$ cat src/hw/dcc_pkg.sv
// Package of constants and types for the dual comparator control block
package dcc_pkg;

  localparam int unsigned ADDR_W = 5;
  localparam int unsigned DATA_W = 32;

  // Register byte offsets
  localparam logic [ADDR_W-1:0] CFG_OFS    = 5'h00;
  localparam logic [ADDR_W-1:0] LADDER_OFS = 5'h04;
  localparam logic [ADDR_W-1:0] RESULT_OFS = 5'h08;
  localparam logic [ADDR_W-1:0] STATUS_OFS = 5'h0c;
  localparam logic [ADDR_W-1:0] MASK_OFS   = 5'h10;

  // Configuration word field positions
  localparam int unsigned CFG_EN1_BIT   = 0;
  localparam int unsigned CFG_EN2_BIT   = 1;
  localparam int unsigned CFG_INV1_BIT  = 2;
  localparam int unsigned CFG_INV2_BIT  = 3;
  localparam int unsigned CFG_FLG1_BIT  = 4;
  localparam int unsigned CFG_FLG2_BIT  = 5;
  localparam int unsigned CFG_SRC1_BIT  = 6;
  localparam int unsigned CFG_SRC2_BIT  = 7;
  localparam int unsigned CFG_FIX1_BIT  = 8;
  localparam int unsigned CFG_FIX2_BIT  = 9;
  localparam int unsigned CFG_W         = 10;

  // Reference ladder byte field positions
  localparam int unsigned LAD_EN_BIT    = 7;
  localparam int unsigned LAD_SHORT_BIT = 5;
  localparam int unsigned LAD_TAP_W32   = 5;
  localparam int unsigned LAD_TAP_W16   = 4;
  localparam int unsigned LAD_W         = 8;

  // Bottom resistor is eight units of a 32-unit ladder span
  localparam logic [5:0]  BOTTOM_UNITS  = 6'h08;

  // Status and mask layout
  localparam int unsigned STS_CHG_BIT   = 0;
  localparam int unsigned STS_W         = 1;

  // Reset values
  localparam logic [CFG_W-1:0] CFG_RST  = 10'h000;
  localparam logic [LAD_W-1:0] LAD_RST  = 8'h00;
  localparam logic [STS_W-1:0] STS_RST  = 1'h0;
  localparam logic [STS_W-1:0] MASK_RST = 1'h0;

  typedef struct packed {
    logic fix2;
    logic fix1;
    logic src2;
    logic src1;
    logic flg2;
    logic flg1;
    logic inv2;
    logic inv1;
    logic en2;
    logic en1;
  } dcc_cfg_t;

  typedef struct packed {
    logic       enable;
    logic [5:0] level;
    logic       bottom_short;
  } dcc_ladder_t;

endpackage

$ cat src/hw/dcc_top.sv
// Dual comparator control with a classic Wishbone register slave
//
// The address map and the Wishbone slave port were left to the implementer.
`timescale 1ns/10ps

// Operation
// - Config bits 0,1 enable comparators one, two
// - Config bit 2 inverts comparator one
// - Config bit 3 inverts comparator two
// - Config bits 4,5 gate change flagging
// - Enabled output change sets the flag
// - Result bits 0,1 hold outputs after inversion
// - Change flag can raise an interrupt
// - Enabled change wakes device from sleep
// - Config bit 6 routes comparator one input
// - Config bit 7 routes comparator two input
// - Config bit 8 picks divider or fixed one
// - Config bit 9 picks divider or fixed two
// - Ladder byte bit 7 enables the ladder
// - Wide variant: bits 4:0 pick 32 taps
// - Narrow variant: bits 3:0 pick 16 taps
// - Narrow variant: bit 5 shorts bottom resistor
module dcc_top
  import dcc_pkg::*;
#(
  parameter bit NARROW_LADDER = 1'b0
)
(
  input  wire logic              clk_i,
  input  wire logic              rst_i,
  input  wire logic              wb_cyc_i,
  input  wire logic              wb_stb_i,
  input  wire logic              wb_we_i,
  input  wire logic [ADDR_W-1:0] wb_adr_i,
  input  wire logic [3:0]        wb_sel_i,
  input  wire logic [DATA_W-1:0] wb_dat_i,
  output logic      [DATA_W-1:0] wb_dat_o,
  output logic                   wb_ack_o,
  input  wire logic              comp1_raw_i,
  input  wire logic              comp2_raw_i,
  output logic                   comp1_en_o,
  output logic                   comp2_en_o,
  output logic                   comp1_src_internal_o,
  output logic                   comp2_src_internal_o,
  output logic                   comp1_ref_fixed_o,
  output logic                   comp2_ref_fixed_o,
  output logic                   ladder_en_o,
  output logic      [5:0]        ladder_level_o,
  output logic                   ladder_bottom_short_o,
  output logic      [1:0]        result_o,
  output logic                   irq_o,
  output logic                   wake_o
);

  dcc_cfg_t         cfg_reg;
  logic [LAD_W-1:0] lad_reg;
  logic [STS_W-1:0] sts_reg;
  logic [STS_W-1:0] mask_reg;
  logic [1:0]       res_reg;
  logic [1:0]       res_prev_reg;
  logic             ack_reg;
  logic [DATA_W-1:0] rdat_reg;
  logic             irq_reg;
  logic             wake_reg;
  dcc_ladder_t      lad_next;

  logic             bus_req;
  logic             wr_stb;
  logic [1:0]       res_next;
  logic [1:0]       chg;
  logic             chg_event;
  logic [STS_W-1:0] sts_next;
  logic [DATA_W-1:0] rdat_next;

  // A request is taken once; ack drops in the cycle after it was given
  assign bus_req = wb_cyc_i & wb_stb_i & ~ack_reg;
  assign wr_stb  = bus_req & wb_we_i;

  always_ff @(posedge clk_i)
  begin
    if (rst_i)
    begin
      ack_reg <= 1'b0;
    end
    else
    begin
      ack_reg <= bus_req;
    end
  end

  // Configuration word over byte lanes 0 and 1
  always_ff @(posedge clk_i)
  begin
    if (rst_i)
    begin
      cfg_reg <= dcc_cfg_t'(CFG_RST);
    end
    else if (wr_stb && wb_adr_i == CFG_OFS)
    begin
      if (wb_sel_i[0])
      begin
        cfg_reg[7:0] <= wb_dat_i[7:0];
      end
      if (wb_sel_i[1])
      begin
        cfg_reg[CFG_W-1:8] <= wb_dat_i[CFG_W-1:8];
      end
    end
  end

  // Ladder byte
  always_ff @(posedge clk_i)
  begin
    if (rst_i)
    begin
      lad_reg <= LAD_RST;
    end
    else if (wr_stb && wb_adr_i == LADDER_OFS && wb_sel_i[0])
    begin
      lad_reg <= wb_dat_i[LAD_W-1:0];
    end
  end

  // Interrupt mask
  always_ff @(posedge clk_i)
  begin
    if (rst_i)
    begin
      mask_reg <= MASK_RST;
    end
    else if (wr_stb && wb_adr_i == MASK_OFS && wb_sel_i[0])
    begin
      mask_reg <= wb_dat_i[STS_W-1:0];
    end
  end

  // Comparator outputs: disabled reads zero, enabled applies inversion
  always_comb
  begin
    res_next[0] = cfg_reg.en1 & (comp1_raw_i ^ cfg_reg.inv1);
    res_next[1] = cfg_reg.en2 & (comp2_raw_i ^ cfg_reg.inv2);
  end

  always_ff @(posedge clk_i)
  begin
    if (rst_i)
    begin
      res_reg      <= 2'h0;
      res_prev_reg <= 2'h0;
    end
    else
    begin
      res_reg      <= res_next;
      res_prev_reg <= res_reg;
    end
  end

  // Change detection, gated per comparator
  assign chg[0]    = (res_reg[0] ^ res_prev_reg[0]) & cfg_reg.flg1;
  assign chg[1]    = (res_reg[1] ^ res_prev_reg[1]) & cfg_reg.flg2;
  assign chg_event = |chg;

  // Sticky flag, write one to clear; a new change wins over the clear
  always_comb
  begin
    sts_next = sts_reg;
    if (wr_stb && wb_adr_i == STATUS_OFS && wb_sel_i[0])
    begin
      sts_next = sts_reg & ~wb_dat_i[STS_W-1:0];
    end
    if (chg_event)
    begin
      sts_next[STS_CHG_BIT] = 1'b1;
    end
  end

  always_ff @(posedge clk_i)
  begin
    if (rst_i)
    begin
      sts_reg <= STS_RST;
    end
    else
    begin
      sts_reg <= sts_next;
    end
  end

  always_ff @(posedge clk_i)
  begin
    if (rst_i)
    begin
      irq_reg  <= 1'b0;
      wake_reg <= 1'b0;
    end
    else
    begin
      irq_reg  <= |(sts_next & mask_reg);
      wake_reg <= chg_event;
    end
  end

  // Ladder level in 32nds of supply
  always_comb
  begin
    lad_next.enable       = lad_reg[LAD_EN_BIT];
    lad_next.bottom_short = 1'b0;
    if (NARROW_LADDER)
    begin
      lad_next.bottom_short = lad_reg[LAD_SHORT_BIT];
      if (lad_reg[LAD_SHORT_BIT])
      begin
        lad_next.level = {2'b00, lad_reg[LAD_TAP_W16-1:0]};
      end
      else
      begin
        lad_next.level = {2'b00, lad_reg[LAD_TAP_W16-1:0]} + BOTTOM_UNITS;
      end
    end
    else
    begin
      lad_next.level = {1'b0, lad_reg[LAD_TAP_W32-1:0]};
    end
  end

  // Analogue control outputs
  always_ff @(posedge clk_i)
  begin
    if (rst_i)
    begin
      comp1_en_o            <= 1'b0;
      comp2_en_o            <= 1'b0;
      comp1_src_internal_o  <= 1'b0;
      comp2_src_internal_o  <= 1'b0;
      comp1_ref_fixed_o     <= 1'b0;
      comp2_ref_fixed_o     <= 1'b0;
      ladder_en_o           <= 1'b0;
      ladder_level_o        <= 6'h00;
      ladder_bottom_short_o <= 1'b0;
    end
    else
    begin
      comp1_en_o            <= cfg_reg.en1;
      comp2_en_o            <= cfg_reg.en2;
      comp1_src_internal_o  <= cfg_reg.src1;
      comp2_src_internal_o  <= cfg_reg.src2;
      comp1_ref_fixed_o     <= cfg_reg.fix1;
      comp2_ref_fixed_o     <= cfg_reg.fix2;
      ladder_en_o           <= lad_next.enable;
      ladder_level_o        <= lad_next.level;
      ladder_bottom_short_o <= lad_next.bottom_short;
    end
  end

  // Read data; unmapped addresses read zero
  always_comb
  begin
    rdat_next = '0;
    case (wb_adr_i)
      CFG_OFS:    rdat_next[CFG_W-1:0] = cfg_reg;
      LADDER_OFS: rdat_next[LAD_W-1:0] = lad_reg;
      RESULT_OFS: rdat_next[1:0]       = res_reg;
      STATUS_OFS: rdat_next[STS_W-1:0] = sts_reg;
      MASK_OFS:   rdat_next[STS_W-1:0] = mask_reg;
      default:    rdat_next = '0;
    endcase
  end

  always_ff @(posedge clk_i)
  begin
    if (rst_i)
    begin
      rdat_reg <= '0;
    end
    else if (bus_req)
    begin
      rdat_reg <= rdat_next;
    end
  end

  assign wb_dat_o = rdat_reg;
  assign wb_ack_o = ack_reg;
  assign result_o = res_reg;
  assign irq_o    = irq_reg;
  assign wake_o   = wake_reg;

endmodule

$ cat config.mk
export PLATFORM = sky130hd
export DESIGN_NAME = dcc_top
export DESIGN_NICKNAME = d
export VERILOG_FILES = /design/src/hw/dcc_pkg.sv /design/src/hw/dcc_top.sv
export SDC_FILE = /design/constraint.sdc
export NUM_CORES = 1
export LEC_CHECK = 0
export BUFFER_PORTS_ARGS = -buffer_cell sky130_fd_sc_hd__buf_2
export CORE_MARGIN = 4
export CORE_UTILIZATION = 48
export CTS_BUF_LIST = sky130_fd_sc_hd__clkbuf_4
export CTS_CLUSTER_SIZE = 12
export DETAILED_ROUTE_END_ITERATION = 16
export PLACE_DENSITY = 0.8
export REMOVE_ABC_BUFFERS = 1
export SLEW_MARGIN = 25
export SYNTH_ARGS = -nofsm -noshare
export SYNTH_HDL_FRONTEND = slang
export SYNTH_SLANG_ARGS = --single-unit
$ cat constraint.sdc
create_clock -name clk_i -period 1.3 [get_ports clk_i]
set_input_delay 0.13 -clock clk_i [delete_from_list [all_inputs] [get_ports clk_i]]
set_output_delay 0.13 -clock clk_i [all_outputs]
set_load 0.01 [all_outputs]
==> results of run 1 <==
==> timing repair <==
item,CTS,global route
pin swaps,0,1
endpoints found under the setup margin,8,19
setup buffers,0,1
resized for setup,2,4
hold endpoints to repair,2,0
hold buffers,2,0
==> power groups by stage <==
stage	combinational [W]	clock, W	sequential (W)
finish	0.000227	0.000881	0.00151
detailed placement	0.000212	0	0.00154
floorplan	0.0000904	0	0.00154
global placement	0.000210	0	0.00154
CTS	0.000218	0.000921	0.00151
global route	0.000249	0.000974	0.00151
==> through the flow <==
stage	area [µm²]	worst slack [ps]
after floorplan	2000	-191
after global placement	2450	-74.0
after detailed placement	2450	-101
after CTS	2560	11.4
after global routing	2580	-11.2
final	2580	37.2
==> cell usage in the layout, fill, tap and decap left out, types with 3 or more instances in the layout <==
cell,count
nand2_1,8
clkbuf_4,6
buf_2,50
nand4_1,3
nand2b_1,25
dfxtp_1,48
nor2_1,6
mux2i_1,19
a21oi_1,11
inv_1,12
nand3_1,7
nor2b_1,7
mux2_2,9
buf_4,19
conb_1,24
==> critical path, cell delays in order (launching register included) <==
cell and delay (ps):
dfxtp_2 350, and3b_2 270, and4_4 220, mux2_2 330
==> per-layer routing <==
layer	wire length, µm	global-route usage	vias to the layer above	share of wire
met1	1990	0.209	730	0.46
met2	1960	0.280	53	0.45
met3	347	0.0387	9	0.079
li1	-	-	813	-
met5	0	0	-	0
met4	77	0.0652	0	0.018
==> layout make-up <==
| class | count | area share |
|---|---|---|
| multi-input cells | 145 | 0.383 |
| repair buffers | 72 | 0.164 |
| flip-flops and latches | 49 | 0.381 |
| inverters | 12 | 0.0175 |
| well taps | 50 | 0.0242 |
| clock inverters | 2 | 0.0131 |
| clock buffers | 6 | 0.0175 |
==> cells in the mapped netlist (all sizes together) <==
| cell type | number |
|---|---|
| and3 | 1 |
| nand2b | 25 |
| nor4bb | 1 |
| nor2b | 7 |
| nor3 | 1 |
| and3b | 1 |
| a21oi | 11 |
| a32oi | 2 |
| o41ai | 1 |
| nor2 | 6 |
| nand4 | 4 |
| o21ai | 2 |
| nand3 | 7 |
| and4 | 2 |
| a41o | 1 |
| dfxtp | 49 |
| xnor2 | 2 |
| a22oi | 1 |
| xor2 | 2 |
| mux2i | 19 |
| nor4 | 2 |
| nand2 | 8 |
| inv | 12 |
| nand3b | 2 |
| or4b | 1 |
| conb | 1 |
| mux2 | 9 |
| clkbuf | 6 |
| buf | 27 |
| a2bb2oi | 1 |
| and2 | 2 |
==> final timing paths <==
check                           startpoint    endpoint  slack [ps]  cells past startpoint
worst max-delay path              wb_ack_o  cfg_reg[9]          40                      3
worst min register to register    wb_ack_o    wb_ack_o         450                      1
worst max register to register    wb_ack_o  cfg_reg[9]          40                      3
worst min-delay path              wb_cyc_i    wb_ack_o          30                      2
==> cells by family (layout without fill, tap and decap cells) <==
family	count (synthesis)	after routing	share of synthesized area
AOI/OAI and AO/OA	19	19	0.0587
xor gates and xnor gates	4	4	0.0164
buffers and inverters	45	92	0.124
DFF	49	49	0.460
muxes	28	28	0.137
other	1	24	0.00176
and+or+nand+nor	70	70	0.202
==> run metrics, run 1 <==
status=completed; core area=a little over 4000 µm²; post-layout util=0.623; P_sw=just under 0.0006 W; post-synthesis sequential area ratio=0.460; largest area contributor in the netlist=dfxtp_1; worst path required time=1570 ps; Seq pwr share=0.576; Final HPWL DP=roughly 3300 µm; P_leak=1.31 nW; I/O pin count=just under 100; Rows=23; WL/cell=13.0 µm; RSZ-0062 raised after global routing=yes; Cells after Synth=216; largest net degree at the start of global routing=20; clk slew on worst S/H paths=130 ps; Fin. Hold Viols=0; worst hold margin=roughly 35 ps; CTS Buffer Depth=2; clock latency on the worst-skew pair=around 360 ps; clk sinks=between 40 and 50; CTS tree=done; fin crit share=0.971; nets=roughly 330; Synth area leaders=dfxtp_1 (46%), mux2i_1 (8.9%), buf_4 (8.8%), nand2b_1 (7.3%), mux2_2 (4.8%); Detail Route Antenna Nets=0; setup violators final=0; Via density=roughly 4.8; dpl cells=around 330; port buffer count=50; Slew Limit Fails=0; GR Overflow Total=0; DIE AREA=around 5600 µm²; area of the multi-input gates=roughly 1000 µm²; die width=roughly 75 µm; H-tree depth=2; vias in the first global route=approximately 1600; Worst setup EP type=register; Mean Syn Cell Area=between 9 and 10 µm²; post-route non-filler standard cell count=~340; Int Power=0.00202 W; HP Class=in -> reg; # diodes=0; global-route wire length before repair=approximately 7100 µm; Tmin final=around 1300 ps; Initial Util=0.514; synthesized flop and latch total=49; crit path DAT=1530 ps; max cap viols=0; Comb pwr share=0.087; Max Freq=between 700 and 800 MHz; setup total negative slack=0 ps; DRT Wirelength=between 4000 and 5000 µm; VDD IR max=around 0.73 mV; Fill cells=roughly 380; total global-route track usage=0.167; DRC=0; synth unique cells=35; share of total power in the clock network=0.337; Post-Syn Area=roughly 2100 µm²; share of the synthesized area in the top cell type=0.460; Die Y=between 70 and 80 µm; number of CTS-inserted buffers=5; CP max FO=4; Detailed Routing Iterations Pass 1=4; share of cells above drive strength 1=0.325; Layout area overhead=21.1%; startpoint types=register; power per cell area=around 1000 nW/µm²; register area=approximately 1000 µm²; Clock Skew=between 6 and 7 ps; total power=~0.0026 W; Warnings, synthesis=0; Iteration-0 DRC Markers=74; critical setup path kind=reg -> reg; Sw Ratio=0.227; initial antenna violation count=0; via count=1605; root buf cell=clkbuf_4; GPL Wtd Cong=about 0.84
No activity file was read; power rests on OpenSTA's default activity.
==> run 2, diff against run 1 <==
--- a/config.mk
+++ b/config.mk
@@ -7,11 +7,10 @@
 export LEC_CHECK = 0
 export BUFFER_PORTS_ARGS = -buffer_cell sky130_fd_sc_hd__buf_2
 export CORE_MARGIN = 4
-export CORE_UTILIZATION = 48
-export CTS_BUF_LIST = sky130_fd_sc_hd__clkbuf_4
+export CORE_UTILIZATION = 46
 export CTS_CLUSTER_SIZE = 12
 export DETAILED_ROUTE_END_ITERATION = 16
-export PLACE_DENSITY = 0.8
+export PLACE_DENSITY = 0.79
 export REMOVE_ABC_BUFFERS = 1
 export SLEW_MARGIN = 25
 export SYNTH_ARGS = -nofsm -noshare
==> run metrics, run 2 (synthesis results as in run 1) <==
total global-route track usage=0.145; GR Util met2=0.244; Via density=about 4.8; Final HPWL DP=roughly 3300 µm; commonest non-fill, non-tap cells in the layout=buf_2 (50), dfxtp_1 (48), nand2b_1 (25); number of CTS-inserted buffers=5; Rows=24; worst hold margin=around 74 ps; crit path DAT=around 1500 ps; global-route wire length before repair=7070 µm; post-layout util=0.595; nets=333; VDD IR max=~0.66 mV; DIE AREA=between 5000 and 6000 µm²; Fill cells=just under 400; Max Freq=779 MHz; startpoint types=register; Fin. Hold Viols=0; Slew Limit Fails=0; max cap viols=0; Tmin final=1280 ps; Layout area overhead=23.2%; met3 usage=0.0473; setup violators final=0; worst path required time=1490 ps; final instance area=around 2600 µm²; P_leak=1.34 nW; Seq pwr share=0.530; DRT Wirelength=approximately 4400 µm; M1 GR Usage=0.175; pre-CTS setup slack=-116 ps; Most Crowded Layer GR=met2; WL/cell=roughly 13 µm; Clock Skew=6.91 ps; GPL Wtd Cong=between 0.7 and 0.8; clock latency on the worst-skew pair=300 ps; clk slew on worst S/H paths=about 80 ps; Comb pwr share=0.081; critical setup path kind=reg -> reg; largest net degree at the start of global routing=36; Post-DP Area=approximately 2500 µm²; Iteration-0 DRC Markers=approximately 70; CTS Buffer Depth=2; # diodes=0; H-tree depth=2; Sw Ratio=0.215; initial antenna violation count=0; P_sw=between 0.0006 and 0.0007 W; RSZ-0062 raised after global routing=yes; share of total power in the clock network=0.390; HP Class=in -> reg; CP max FO=5; final worst slack=16.8 ps; CTS tree=done; vias in the first global route=approximately 1600; Worst setup EP type=register; Detailed Routing Iterations Pass 1=4; Detail Route Antenna Nets=0; Int Power=roughly 0.0022 W; Die Y=roughly 76 µm; status=completed; die width=~76 µm; root buf cell=clkbuf_8; core area=4410 µm²; fin crit share=0.987; GR Overflow Total=0; most common cell after layout, fill and taps aside=buf_2; via count=approximately 1600; DRC=0; I/O pin count=99; clk sinks=approximately 50; power per cell area=~1100 nW/µm²; port buffer count=50; Initial Util=0.483; share of cells above drive strength 1=0.332
## run 2: worst paths after layout
path | slack [ps] | cells past startpoint | start | to
min reg2reg | 450 | 1 | wb_ack_o | wb_ack_o
max | 20 | 3 | wb_ack_o | cfg_reg[9]
max reg2reg | 20 | 3 | wb_ack_o | cfg_reg[9]
min | 70 | 3 | comp1_raw_i | result_o[0]
## run 2: through the flow
stage	TNS, ps	instances	total power [W]
2_1_floorplan	-2420	206	0.00163
3_3_place_gp	-513	330	0.00176
3_5_place_dp	-797	330	0.00176
4_1_cts	0	338	0.00286
5_1_grt	-57.2	338	0.00294
6_report	0	338	0.00284
## run 2: power by group through the flow
stage | clock, W | combinational [W] | sequential (W)
floorplan | 0 | 0.0000904 | 0.00154
global placement | 0 | 0.000220 | 0.00154
detailed placement | 0 | 0.000221 | 0.00154
CTS | 0.00114 | 0.000223 | 0.00150
global route | 0.00119 | 0.000246 | 0.00150
finish | 0.00110 | 0.000228 | 0.00150
## run 2: cell type report
cell class | count | area (µm²) | area share
clock inverters | 1 | 30.0 | 0.0114
well taps | 52 | 65.1 | 0.0248
clock buffers | 7 | 86.3 | 0.0329
repair buffers | 72 | 439 | 0.167
multi-input cells | 145 | 980 | 0.373
flip-flops and latches | 49 | 982 | 0.374
inverters | 12 | 45.0 | 0.0171
## run 2: critical path, stage by stage, from the launching register on
cell	delay [ps]
dfxtp_2	340
and3b_2	290
and4_4	230
mux2_2	320
## run 2: repair_timing
item	in CTS	in global routing
setup buffers	0	0
hold buffers	0	0
pin swaps	0	1
hold endpoints to repair	0	0
gates resized for setup	2	5
setup endpoints to repair	5	13
## run 2: per-layer routing
layer  share of wire  routed length (µm)
met1            0.43                1870
met2            0.47                2050
met3           0.092                 403
met4           0.013                  57
met5               0                   0
